`config.mk`:
```
export PLATFORM = sky130hd
export DESIGN_NAME = drc_reset_config
export DESIGN_NICKNAME = d
export VERILOG_FILES = /design/src/logic/drc_pkg.sv /design/src/logic/drc_reset_config.sv /design/src/logic/drc_sync_filter.sv
export SDC_FILE = /design/constraint.sdc
export NUM_CORES = 1
export LEC_CHECK = 0
export BUFFER_PORTS_ARGS = -buffer_cell sky130_fd_sc_hd__buf_2
export CAP_MARGIN = 20
export CORE_MARGIN = 4
export CORE_UTILIZATION = 48
export DETAILED_ROUTE_END_ITERATION = 7
export GPL_ROUTABILITY_DRIVEN = 0
export PLACE_DENSITY = 0.75
export SLEW_MARGIN = 30
export SYNTH_ARGS = -nofsm -noshare
export SYNTH_HDL_FRONTEND = slang
export SYNTH_SLANG_ARGS = --single-unit
```
`constraint.sdc`:
```
create_clock -name clk -period 2.67 [get_ports clk]
set_input_delay 0.534 -clock clk [delete_from_list [all_inputs] [get_ports clk]]
set_output_delay 0.534 -clock clk [all_outputs]
set_load 0.005 [all_outputs]
```
`src/logic/drc_pkg.sv`:
```
// Purpose: Constants for the reset and general configuration bank.
// Assumes: Byte-wide registers at fixed offsets.
// Notes: Shared by the bank and its glitch filter.
`default_nettype none
package drc_pkg;
    localparam logic [7:0] ADDR_RESET_CTRL = 8'h01;
    localparam logic [7:0] ADDR_OUT_CFG = 8'h02;
    localparam logic [7:0] ADDR_LINK_CFG = 8'h03;
    localparam logic [7:0] ADDR_DEV_ADDR = 8'h00;
    localparam logic [7:0] RST_RESET_CTRL = 8'h04;
    localparam logic [7:0] RST_OUT_CFG = 8'h80;
    localparam logic [7:0] RST_LINK_CFG = 8'hf0;
    localparam int BIT_KEEP_REGS = 0;
    localparam int BIT_FULL_RESET = 1;
    localparam int BIT_ADDR_SRC = 0;
    localparam int BIT_GATE_PIX = 1;
    localparam int BIT_AUTO_ACK = 2;
    localparam int BIT_PASS_THRU = 3;
    localparam int BIT_FILTER = 4;
    localparam int BIT_PULL_DIR = 5;
    localparam int BIT_CRC_ON = 6;
    localparam int BIT_UNLOCK_SEL = 4;
    localparam int BIT_OSC_FALLBACK = 5;
    localparam int BIT_OVERRIDE = 6;
    localparam int BIT_OUT_EN = 7;
    localparam int FILT_ONE_LANE = 2;
    localparam int FILT_TWO_LANE = 4;
    // Time to hold the logic in reset after a keep-registers reset.
    localparam int RESET_HOLD_NS = 500000;
    localparam int CLK_PERIOD_NS = 25;
    localparam int RESET_HOLD_CYC =
        (RESET_HOLD_NS + CLK_PERIOD_NS - 1) / CLK_PERIOD_NS;
    localparam int RESET_FULL_CYC = 1;
endpackage
`default_nettype wire

```
`src/logic/drc_reset_config.sv`:
```
// Purpose: Reset and general configuration registers of a link receiver.
// Assumes: Register port from the I2C slave or the control-channel arbiter.
// Notes: The list below gives the rules that the logic carries.
// Overview of operation
// - Bit 1 resets logic and all registers
// - Full reset reloads strap-loaded register values
// - Bit 0 resets logic, registers kept
// - Override bit selects written output controls
// - Without override, output enable reads one
// - Bit 4 picks unlocked output state
// - Oscillator clock on pixel clock when unlocked
// - Back channel CRC enable, default on
// - Pull direction for undriven inputs
// - Filter short sync and valid pulses
// - Forward matching I2C to remote serializer
// - Auto-acknowledge I2C writes regardless of lock
// - Gate pixels by data-valid when set
// - Address source: strap or programmed
`timescale 1ns/100ps
`default_nettype none
module drc_reset_config
    import drc_pkg::*;
#(
    parameter int HOLD_CYC = RESET_HOLD_CYC
) (
    input wire logic clk,
    input wire logic rst,
    input wire logic regWrite,
    input wire logic regRead,
    input wire logic [7:0] regAddr,
    input wire logic [7:0] regWdata,
    output logic [7:0] regRdata,
    input wire logic [6:0] strapAddr,
    input wire logic linkLocked,
    input wire logic protectedPartner,
    input wire logic dualLane,
    input wire logic oscClk,
    input wire logic recoveredPixClk,
    input wire logic lineSyncIn,
    input wire logic frameSyncIn,
    input wire logic dataValidIn,
    input wire logic [23:0] pixelIn,
    input wire logic addrMatch,
    output logic logicReset,
    output logic outputEnable,
    output logic unlockedStateSel,
    output logic pixClkOut,
    output logic backLinkCrcOn,
    output logic undrivenPullDir,
    output logic lineSyncOut,
    output logic frameSyncOut,
    output logic dataValidOut,
    output logic [23:0] pixelOut,
    output logic forwardI2c,
    output logic autoAck,
    output logic [6:0] deviceAddr
);
    // The hold counter is twenty bits wide.
    if (HOLD_CYC < 1 || HOLD_CYC > 20'hfffff) begin : g_hold_check
        $error("HOLD_CYC outside what the hold counter can serve");
    end

    // ------------------------------------------------------------
    // Strap capture
    // ------------------------------------------------------------
    logic strapTaken_q, strapTaken_d;
    logic [6:0] strap_q, strap_d;
    always_comb begin
        strapTaken_d = 1'b1;
        strap_d = strapTaken_q ? strap_q : strapAddr;
    end
    always_ff @(posedge clk) begin
        if (rst) begin
            strapTaken_q <= 1'b0;
            strap_q <= 7'h00;
        end else begin
            strapTaken_q <= strapTaken_d;
            strap_q <= strap_d;
        end
    end

    // ------------------------------------------------------------
    // Reset sequencing
    // ------------------------------------------------------------
    typedef enum logic [1:0] {
        ST_IDLE = 2'b00,
        ST_FULL = 2'b01,
        ST_KEEP = 2'b10
    } drc_rst_state_t;
    drc_rst_state_t st_q, st_d;
    logic [19:0] hold_q, hold_d;
    logic wrReset;
    assign wrReset = regWrite && (regAddr == ADDR_RESET_CTRL);
    always_comb begin
        st_d = st_q;
        hold_d = hold_q;
        unique case (st_q)
            ST_IDLE: begin
                if (wrReset && regWdata[BIT_FULL_RESET]) begin
                    st_d = ST_FULL;
                    hold_d = 20'(RESET_FULL_CYC);
                end else if (wrReset && regWdata[BIT_KEEP_REGS]) begin
                    st_d = ST_KEEP;
                    hold_d = 20'(HOLD_CYC);
                end
            end
            ST_FULL, ST_KEEP: begin
                hold_d = hold_q - 20'h1;
                if (hold_q <= 20'h1) begin
                    st_d = ST_IDLE;
                end
            end
            default: st_d = ST_IDLE;
        endcase
    end
    always_ff @(posedge clk) begin
        if (rst) begin
            st_q <= ST_IDLE;
            hold_q <= 20'h0;
        end else begin
            st_q <= st_d;
            hold_q <= hold_d;
        end
    end
    logic fullClr;
    assign fullClr = (st_q == ST_FULL);
    assign logicReset = (st_q != ST_IDLE);

    // ------------------------------------------------------------
    // Register storage
    // ------------------------------------------------------------
    logic [7:0] rstReg_q, rstReg_d;
    logic [7:0] outCfg_q, outCfg_d;
    logic [7:0] linkCfg_q, linkCfg_d;
    logic [7:0] devAddr_q, devAddr_d;
    always_comb begin
        rstReg_d = rstReg_q;
        outCfg_d = outCfg_q;
        linkCfg_d = linkCfg_q;
        devAddr_d = devAddr_q;
        if (fullClr) begin
            rstReg_d = RST_RESET_CTRL;
            outCfg_d = RST_OUT_CFG;
            linkCfg_d = RST_LINK_CFG;
            devAddr_d = {strap_q, 1'b0};
        end else if (regWrite) begin
            if (regAddr == ADDR_RESET_CTRL) begin
                // Reserved bits keep what was written.
                rstReg_d = {regWdata[7:2], 2'b00};
            end
            if (regAddr == ADDR_OUT_CFG) begin
                outCfg_d = regWdata;
            end
            if (regAddr == ADDR_LINK_CFG) begin
                linkCfg_d = regWdata;
            end
            if (regAddr == ADDR_DEV_ADDR) begin
                devAddr_d = regWdata;
            end
        end
        if (!strapTaken_q) begin
            devAddr_d = {strapAddr, 1'b0};
        end
    end
    always_ff @(posedge clk) begin
        if (rst) begin
            rstReg_q <= RST_RESET_CTRL;
            outCfg_q <= RST_OUT_CFG;
            linkCfg_q <= RST_LINK_CFG;
            devAddr_q <= 8'h00;
        end else begin
            rstReg_q <= rstReg_d;
            outCfg_q <= outCfg_d;
            linkCfg_q <= linkCfg_d;
            devAddr_q <= devAddr_d;
        end
    end

    // ------------------------------------------------------------
    // Read port
    // ------------------------------------------------------------
    logic [7:0] rdata_q, rdata_d;
    always_comb begin
        rdata_d = rdata_q;
        if (regRead) begin
            unique case (regAddr)
                // Self-clearing bits show set until the action ends.
                ADDR_RESET_CTRL: rdata_d = {rstReg_q[7:2],
                    st_q == ST_FULL, st_q == ST_KEEP};
                ADDR_OUT_CFG: rdata_d = outCfg_q;
                ADDR_LINK_CFG: rdata_d = linkCfg_q;
                ADDR_DEV_ADDR: rdata_d = devAddr_q;
                default: rdata_d = 8'h00;
            endcase
        end
    end
    always_ff @(posedge clk) begin
        if (rst) begin
            rdata_q <= 8'h00;
        end else begin
            rdata_q <= rdata_d;
        end
    end
    assign regRdata = rdata_q;

    // ------------------------------------------------------------
    // Effective controls
    // ------------------------------------------------------------
    logic ovr;
    assign ovr = outCfg_q[BIT_OVERRIDE];
    assign outputEnable = ovr ? outCfg_q[BIT_OUT_EN] : 1'b1;
    assign unlockedStateSel = ovr ? outCfg_q[BIT_UNLOCK_SEL] : 1'b1;
    assign backLinkCrcOn = linkCfg_q[BIT_CRC_ON];
    assign undrivenPullDir = linkCfg_q[BIT_PULL_DIR];
    assign forwardI2c = linkCfg_q[BIT_PASS_THRU] && addrMatch;
    assign autoAck = linkCfg_q[BIT_AUTO_ACK];
    assign deviceAddr = devAddr_q[BIT_ADDR_SRC] ?
        devAddr_q[7:1] : strap_q;

    // ------------------------------------------------------------
    // Lock synchroniser and clock substitution
    // ------------------------------------------------------------
    logic lockS1_q, lockS2_q;
    always_ff @(posedge clk) begin
        if (rst) begin
            lockS1_q <= 1'b0;
            lockS2_q <= 1'b0;
        end else begin
            lockS1_q <= linkLocked;
            lockS2_q <= lockS1_q;
        end
    end
    logic useOsc;
    assign useOsc = outCfg_q[BIT_OSC_FALLBACK] && !lockS2_q;
    // Clock mux; a glitch-free cell replaces this in the physical flow.
    assign pixClkOut = useOsc ? oscClk : recoveredPixClk;

    // ------------------------------------------------------------
    // Sync filtering and pixel gating
    // ------------------------------------------------------------
    logic [2:0] syncIn, syncOut;
    assign syncIn = {dataValidIn, frameSyncIn, lineSyncIn};
    genvar gi;
    generate
        for (gi = 0; gi < 3; gi++) begin : g_filt
            drc_sync_filter #(
                .MAX_LEN(FILT_TWO_LANE)
            ) u_filt (
                .clk(clk),
                .rst(rst || logicReset),
                .enable(linkCfg_q[BIT_FILTER]),
                .dualLane(dualLane),
                .din(syncIn[gi]),
                .dout(syncOut[gi])
            );
        end
    endgenerate
    assign lineSyncOut = syncOut[0];
    assign frameSyncOut = syncOut[1];
    assign dataValidOut = syncOut[2];
    logic [23:0] pix_q, pix_d;
    logic gate;
    always_comb begin
        gate = protectedPartner || linkCfg_q[BIT_GATE_PIX];
        pix_d = (gate && !syncOut[2]) ? 24'h000000 : pixelIn;
    end
    always_ff @(posedge clk) begin
        if (rst) begin
            pix_q <= 24'h000000;
        end else begin
            pix_q <= pix_d;
        end
    end
    assign pixelOut = pix_q;

    // ------------------------------------------------------------
    // Checks
    // ------------------------------------------------------------
    a_full_reset_defaults: assert property (
        @(posedge clk) disable iff (rst)
        fullClr |=> (outCfg_q == RST_OUT_CFG && linkCfg_q == RST_LINK_CFG))
        else $error("full reset did not restore defaults");
    a_strap_reload: assert property (
        @(posedge clk) disable iff (rst)
        fullClr |=> devAddr_q == {$past(strap_q), 1'b0})
        else $error("strap value not reloaded");
    a_keep_regs: assert property (
        @(posedge clk) disable iff (rst)
        (st_q == ST_KEEP && !regWrite) |=> $stable(outCfg_q))
        else $error("keep-regs reset changed a register");
    a_override_oe: assert property (
        @(posedge clk) disable iff (rst)
        !outCfg_q[BIT_OVERRIDE] |-> (outputEnable && unlockedStateSel))
        else $error("default output controls wrong");
    a_osc_select: assert property (
        @(posedge clk) disable iff (rst)
        (outCfg_q[BIT_OSC_FALLBACK] && !lockS2_q) |-> pixClkOut == oscClk)
        else $error("oscillator not substituted");
    a_crc_default: assert property (
        @(posedge clk) disable iff (rst)
        fullClr |=> backLinkCrcOn)
        else $error("crc enable not restored by full reset");
    a_gate_pixels: assert property (
        @(posedge clk) disable iff (rst)
        (protectedPartner && !syncOut[2]) |=> pixelOut == 24'h000000)
        else $error("pixels not gated");
    a_addr_source: assert property (
        @(posedge clk) disable iff (rst)
        !devAddr_q[0] |-> deviceAddr == strap_q)
        else $error("address source wrong");
    a_self_clear: assert property (
        @(posedge clk) disable iff (rst)
        (st_q == ST_FULL) |=> st_q == ST_IDLE)
        else $error("full reset bit did not clear");
endmodule // drc_reset_config
`default_nettype wire

```
`src/logic/drc_sync_filter.sv`:
```
// Purpose: Rejects short pulses on one sync or data-valid line.
// Assumes: Input already on the local clock.
// Notes: The output follows a new level once it has stood minLen cycles.
`timescale 1ns/100ps
`default_nettype none
module drc_sync_filter
    import drc_pkg::*;
#(
    parameter int MAX_LEN = FILT_TWO_LANE
) (
    input wire logic clk,
    input wire logic rst,
    input wire logic enable,
    input wire logic dualLane,
    input wire logic din,
    output logic dout
);
    // The four-bit counter cannot serve lengths beyond fifteen.
    if (MAX_LEN < FILT_TWO_LANE || MAX_LEN > 15) begin : g_len_check
        $error("MAX_LEN outside what the counter can serve");
    end
    logic [3:0] cnt_q, cnt_d;
    logic out_q, out_d;
    logic [3:0] need;
    always_comb begin
        need = dualLane ? 4'(FILT_TWO_LANE) : 4'(FILT_ONE_LANE);
        cnt_d = 4'h0;
        out_d = out_q;
        if (!enable) begin
            out_d = din;
        end else if (din != out_q) begin
            cnt_d = cnt_q + 4'h1;
            if (cnt_q + 4'h1 >= need) begin
                out_d = din;
                cnt_d = 4'h0;
            end
        end
    end
    always_ff @(posedge clk) begin
        if (rst) begin
            cnt_q <= 4'h0;
            out_q <= 1'b0;
        end else begin
            cnt_q <= cnt_d;
            out_q <= out_d;
        end
    end
    assign dout = out_q;
endmodule // drc_sync_filter
`default_nettype wire

```
== Yosys cells after proc, flatten, opt, wreduce, memory -nomap -nowiden ==
Index checks and enable logic that the tools add are counted.

* Output and inout port bits: 50
* Input bits: 60
* Register bits: 109

* $add $sub $neg: 4
* Eq/ne operators: 18
* Bitwise gates (word level): 5
* $lt $le $gt $ge: 4
* Reductions and logical operators: 31
* Mux-type cells: 27

{| class="wikitable"
|+ Operators with widths
! cell !! count
|-
| 20-bit two-way mux || 2
|-
| 20-bit one-hot mux with 2 select lines || 1
|-
| 8-bit two-way mux || 4
|-
| 8-bit one-hot mux with 4 select lines || 1
|-
| 20-bit by 1-bit less-or-equal comparator with 1-bit output, second input constant || 1
|-
| 2-bit AND reduction || 10
|-
| 20-bit by 1-bit subtractor with 20-bit output, second input constant || 1
|-
| 8-bit by 2-bit equality test with 1-bit output, second input constant || 2
|-
| 1-bit two-way mux || 13
|-
| 4-bit by 1-bit adder with 4-bit output, second input constant || 3
|-
| 4-bit greater-or-equal comparator || 3
|-
| 2-bit by 1-bit inequality test with 1-bit output, second input constant || 6
|-
| 4-bit OR reduction || 3
|-
| 8-bit by 1-bit equality test with 1-bit output, second input constant || 1
|-
| 8-bit logical NOT || 1
|-
| 7-bit two-way mux || 1
|-
| 1-bit logical AND || 6
|-
| 2-bit two-way mux || 3
|-
| 2-bit OR reduction || 3
|-
| 1-bit NOT || 5
|-
| 2-bit one-hot mux with 2 select lines || 1
|-
| 2-bit nonzero test || 2
|-
| 3-bit two-way mux || 1
|-
| 1-bit inequality test || 3
|-
| 10 further kinds || 12
|}

== Logic depth before layout (Yosys ltp) ==
* Depth in word-level cells: 6
* Gate-level depth with buffers: 8
* Mapped depth without buffers: 8

== Modules after synthesis ==
Synthesis repeated with hierarchy kept, for this count alone.

* Cell total of the unflattened synthesis: 498
* Area, all modules: 4883.4 um^2

{| class="wikitable"
|+ Modules (own cells, without submodules)
! module !! area each (um^2) !! times used !! cells an instance !! seq. area each (um^2)
|-
| drc_reset_config || 4076.4 || 1 || 417 || 1881.8
|-
| drc_sync_filter || 269.0 || 3 || 27 || 100.1
|}

== Least setup slack after synthesis ==
No wires, ideal clock.

* Path type: input -> register
* Start point: input regAddr[3]
* End point: register hold_q[19]
* Setup time: 0.071 ns
* Arrival: 2.479 ns
* Stages: 5
* Setup slack: 0.121 ns
* Path through: or4_4 -> o41a_1 -> or2_1 -> or4_1 -> a21oi_1

* Longest elaborated chain between the ends: 5

{| class="wikitable"
|+ RTL lines
! what !! line !! RTL
|-
| from (decl) || drc_reset_config.sv:30 || <nowiki>input wire logic [7:0] regAddr,</nowiki>
|-
| 8-bit by 1-bit equality test with 1-bit output (*) || drc_reset_config.sv:93 || <nowiki>assign wrReset = regWrite && (regAddr == ADDR_RESET_CTRL);</nowiki>
|-
| 1-bit logical AND (*) || drc_reset_config.sv:93 ||
|-
| 1-bit logical AND (on tied branches) || drc_reset_config.sv:99, drc_reset_config.sv:102 ||
|-
| 20-bit two-way mux or 3-bit inequality test (tied branches) || n/a ||
|-
| 20-bit one-hot mux with 2 select lines or 2-bit AND reduction (tied branches) || n/a ||
|-
| to (signal assigned) || drc_reset_config.sv:122 || <nowiki>hold_q <= hold_d;</nowiki>
|-
| to (decl) || drc_reset_config.sv:91 || <nowiki>logic [19:0] hold_q, hold_d;</nowiki>
|}

Every way passes the cells marked *; elsewhere a longest branch is shown, timed or not.
A chain may end at the register's enable or synchronous reset.

== Final worst setup path ==
* Start point: register g_filt[1].u_filt.cnt_q[0]
* End point: register g_filt[1].u_filt.cnt_q[2]

* Longest elaborated chain between the ends: 3

{| class="wikitable"
|+ RTL lines
! what !! line !! RTL
|-
| from (decl) || drc_sync_filter.sv:22 || <nowiki>logic [3:0] cnt_q, cnt_d;</nowiki>
|-
| from (signal assigned) || drc_sync_filter.sv:44 || <nowiki>cnt_q <= cnt_d;</nowiki>
|-
| 4-bit by 1-bit adder with 4-bit output (*) || drc_sync_filter.sv:32, drc_sync_filter.sv:33 ||
|-
| 4-bit greater-or-equal comparator || drc_sync_filter.sv:33 || <nowiki>if (cnt_q + 4'h1 >= need) begin</nowiki>
|-
| 4-bit OR reduction (no source line) || n/a ||
|}

Marked as above.

==> results.cfg <==
[min_path]
min_path_type = input pin to flip-flop

[synthesis]
synth-compound-area-share = 0.0648
yosysTopAreaCell = dfxtp_1
synth_simple_gate_area_frac = 0.239
yosys-top-cells-area = dfxtp_1 47%, mux2i_1 6.9%, nor2_1 5.5%, mux4_2 3.9%, ha_1 3.7%
synth.most_common_cell = dfxtp_1
synth_seq_area_share = 0.467
ys_types = 44
synthFlopType = dfxtp_1
syn_area_um2 = 4680
synth-xor-area-share = 0.0393
synth_commonest_cells = 109 x dfxtp_1, 69 x nor2_1, 36 x nand2_1
synth_cells = 493
synth_fa_ha_area_frac = 0.0375
synth.area.mux_share = 0.126
async_reset_ff_frac = 0
synth_top_area_frac = 0.467
syn_avg_cell_area_um2 = 9.48
yosys_register_bits = 109
synth_top_family_by_area = simple AND/OR/NAND/NOR gates
synth_edf_count = 0
yosys_warnings = 0

[finish]
final_nets = 681
drive_gt1_frac = 0.260
num_antenna_cells = 0
finalNonFillerCells = 741
syn_to_final_growth_pct = 20.2

[worst_setup_path]
start_kind = flip-flop
critPathSlowestCell = or4b_2
r2r_setup_slack_ps = 260
critPathArrivalTime_ps = 2740
cp-end-kind = flip-flop
critPathBufInv = 0
path_cells = ha_1, xor2_1, ha_1, a21boi_0, or4b_2, or3_1, nor2b_1
crit_path_max_fanout = 4
worstPathRequired_ps = 3000
cp_top_family = simple AND/OR/NAND/NOR gates
cp_slowest_stage_delay_ps = 660
path_common_cell = ha_1
path_class = flip-flop to flip-flop

[power_and_ir_drop]
peakVddDrop_mv = 0.404
pwr-share-seq = 0.573
p_clk_frac = 0.340
p_sw_frac = 0.264
p_leak_nw = 2.66
p_per_area_nw_per_um2 = 527
p_int_mw = 2.18
combPwrFrac = 0.086
netSwitchingPower_mw = 0.783

[routing]
detail_route.vias_per_cell = 5.27
post_drt_wl_per_cell_um = 14.9
dr.pass1.iters = 4
first_iter_violations = 250
routed_wl_um = 11000
vias = 3907
detail-route-antenna-nets = 0
drc = 0

[placed_design]
dp.cells = 725
dp_hpwl_um = 8370
io_buffers = 109

[global_route]
grt_pass1_vias = 3779
grt_pass1_wl_um = 17900
grt_usage = 0.196
antenna_found_initial = 0
grt_overflow = 0
grt_max_degree = 25

[timing]
max-slew-margin-rel = 0.357
setup_viol = 0
finalCritPeriodShare = 0.904
fmax_mhz = 414
fin_setup_tns_ps = 0
final-hold-violation-count = 0
worst_slew_pin_slew_ps = 961
finClkSkew_ps = 13.9
slew_viol_final = 0
min_period_ps = 2410
rsz0062_at_grt = false

[clock_network]
cts.path.max_buffers = 2
clk-insertion-delay-late_ps = 380
clockRootBuffer = clkbuf_8
cts_tree = built
cts.sinks = 109
htree_levels = 3
cts_buffers = 9
post_cts_buffers = 0
ctsResizeCount = 0
holdBufCountCts = 0
cts.clk_slew.worst_paths_ps = 120

[floorplan]
ios = 110
initial_utilization = 0.499
die_area_um2 = 11400
die_height_um = 107
rows = 35
die_w_um = 107
core_um2 = 9370

[run]
drv_cap = 0

[run_status]
status = finished clean
==> state kept, by name, summed over array words and instances (netlist names) <==
name	count
outCfg_q	8
lockS2_q	1
g_filt.u_filt.cnt_q	12
hold_q	20
strapTaken_q	1
devAddr_q	8
strap_q	7
regRdata	8
st_q	2
pixelOut	24
g_filt.u_filt.dout	3
lockS1_q	1
rstReg_q	6
linkCfg_q	8
==> worst paths after layout <==
kind / from / end / cells after the start
worst min register to register: lockS1_q / lockS2_q / 1
worst max register to register: g_filt[1].u_filt.cnt_q[0] / g_filt[1].u_filt.cnt_q[2] / 7
worst min-delay path: pixelIn[19] / pixelOut[19] / 2
worst max-delay path: g_filt[1].u_filt.cnt_q[0] / g_filt[1].u_filt.cnt_q[2] / 7
==> placed cells by master (no fill, tap or decap), types with 2 or more instances in the layout <==
cell / synthesis / final
nor2b_1: 14 / 14
nand3b_1: 2 / 2
nor3_1: 13 / 13
mux2i_1: 32 / 32
ha_1: 14 / 14
xnor2_1: 16 / 16
or2_2: 2 / 2
buf_4: 0 / 12
mux4_2: 8 / 8
nand2_1: 36 / 36
inv_8: 0 / 2
and2_1: 25 / 25
mux2_2: 8 / 8
or3_1: 8 / 8
nor3b_1: 3 / 3
or4_1: 6 / 6
inv_1: 12 / 12
a21boi_0: 5 / 5
a41o_1: 2 / 2
nand4_1: 4 / 4
nor2_1: 69 / 68
nand2b_1: 5 / 5
conb_1: 1 / 3
nand3_1: 5 / 5
clkinv_8: 0 / 3
clkbuf_8: 0 / 9
o21ai_0: 2 / 2
nor4_1: 16 / 16
nor4b_1: 3 / 3
xor2_1: 5 / 5
a21oi_1: 31 / 31
a211oi_1: 3 / 3
dfxtp_1: 109 / 109
buf_2: 0 / 109
==> power groups by stage <==
| stage | clock, mW | sequential (mW) | combinational (mW) |
|---|---|---|---|
| after floorplan | 0 | 1.73 | 0.138 |
| after CTS | 1.04 | 1.70 | 0.258 |
| after detailed placement | 0 | 1.74 | 0.256 |
| final | 1.01 | 1.70 | 0.255 |
| after global placement | 0 | 1.73 | 0.248 |
| after global routing | 1.10 | 1.70 | 0.287 |
==> worst register-to-register path, cell delays in order (launching register included) <==
cell,delay [ps]
dfxtp_1,400
ha_1,180
xor2_1,210
ha_1,260
a21boi_0,110
or4b_2,660
or3_1,430
nor2b_1,110
==> final cells by class <==
type	instances	area (um^2)
fill	832	3750
multi-input combinational	354	2380
sequential	109	2180
timing repair buffer	121	636
tap	129	161
clock buffer	9	124
clock inverter	7	88.8
inverter	12	45.0
==> metrics by stage <==
step	power [mW]	setup WS (ps)	hold slack (ps)	area [um^2]	utilization
finish	2.96	255	339	5620	0.600
global route	3.09	64.0	315	5620	0.600
CTS	2.99	249	327	5620	0.600
detailed placement	1.99	43.0	430	5410	0.577
global placement	1.98	97.6	437	5410	0.577
floorplan	1.87	121	414	4680	-
==> kinds of logic (layout without fill, tap and decap cells) <==
kind of cell               Yosys count  count (layout)
AOI/OAI and AO/OA                   50              50
xor gates and xnor gates            21              21
adders and majority gates           14              14
buffers and inverters               32             149
DFF                                109             109
muxes                               48              48
other                                1               3
and+or+nand+nor                    218             218
==> per-layer routing <==
layer	up-vias	GRT usage	share of wire
met1	1834	0.254	0.43
met5	-	0	0
met3	8	0.0662	0.083
met4	0	0.0484	0.0090
li1	1938	-	-
met2	127	0.317	0.48
Note: power is estimated with default switching activity, not from simulation.
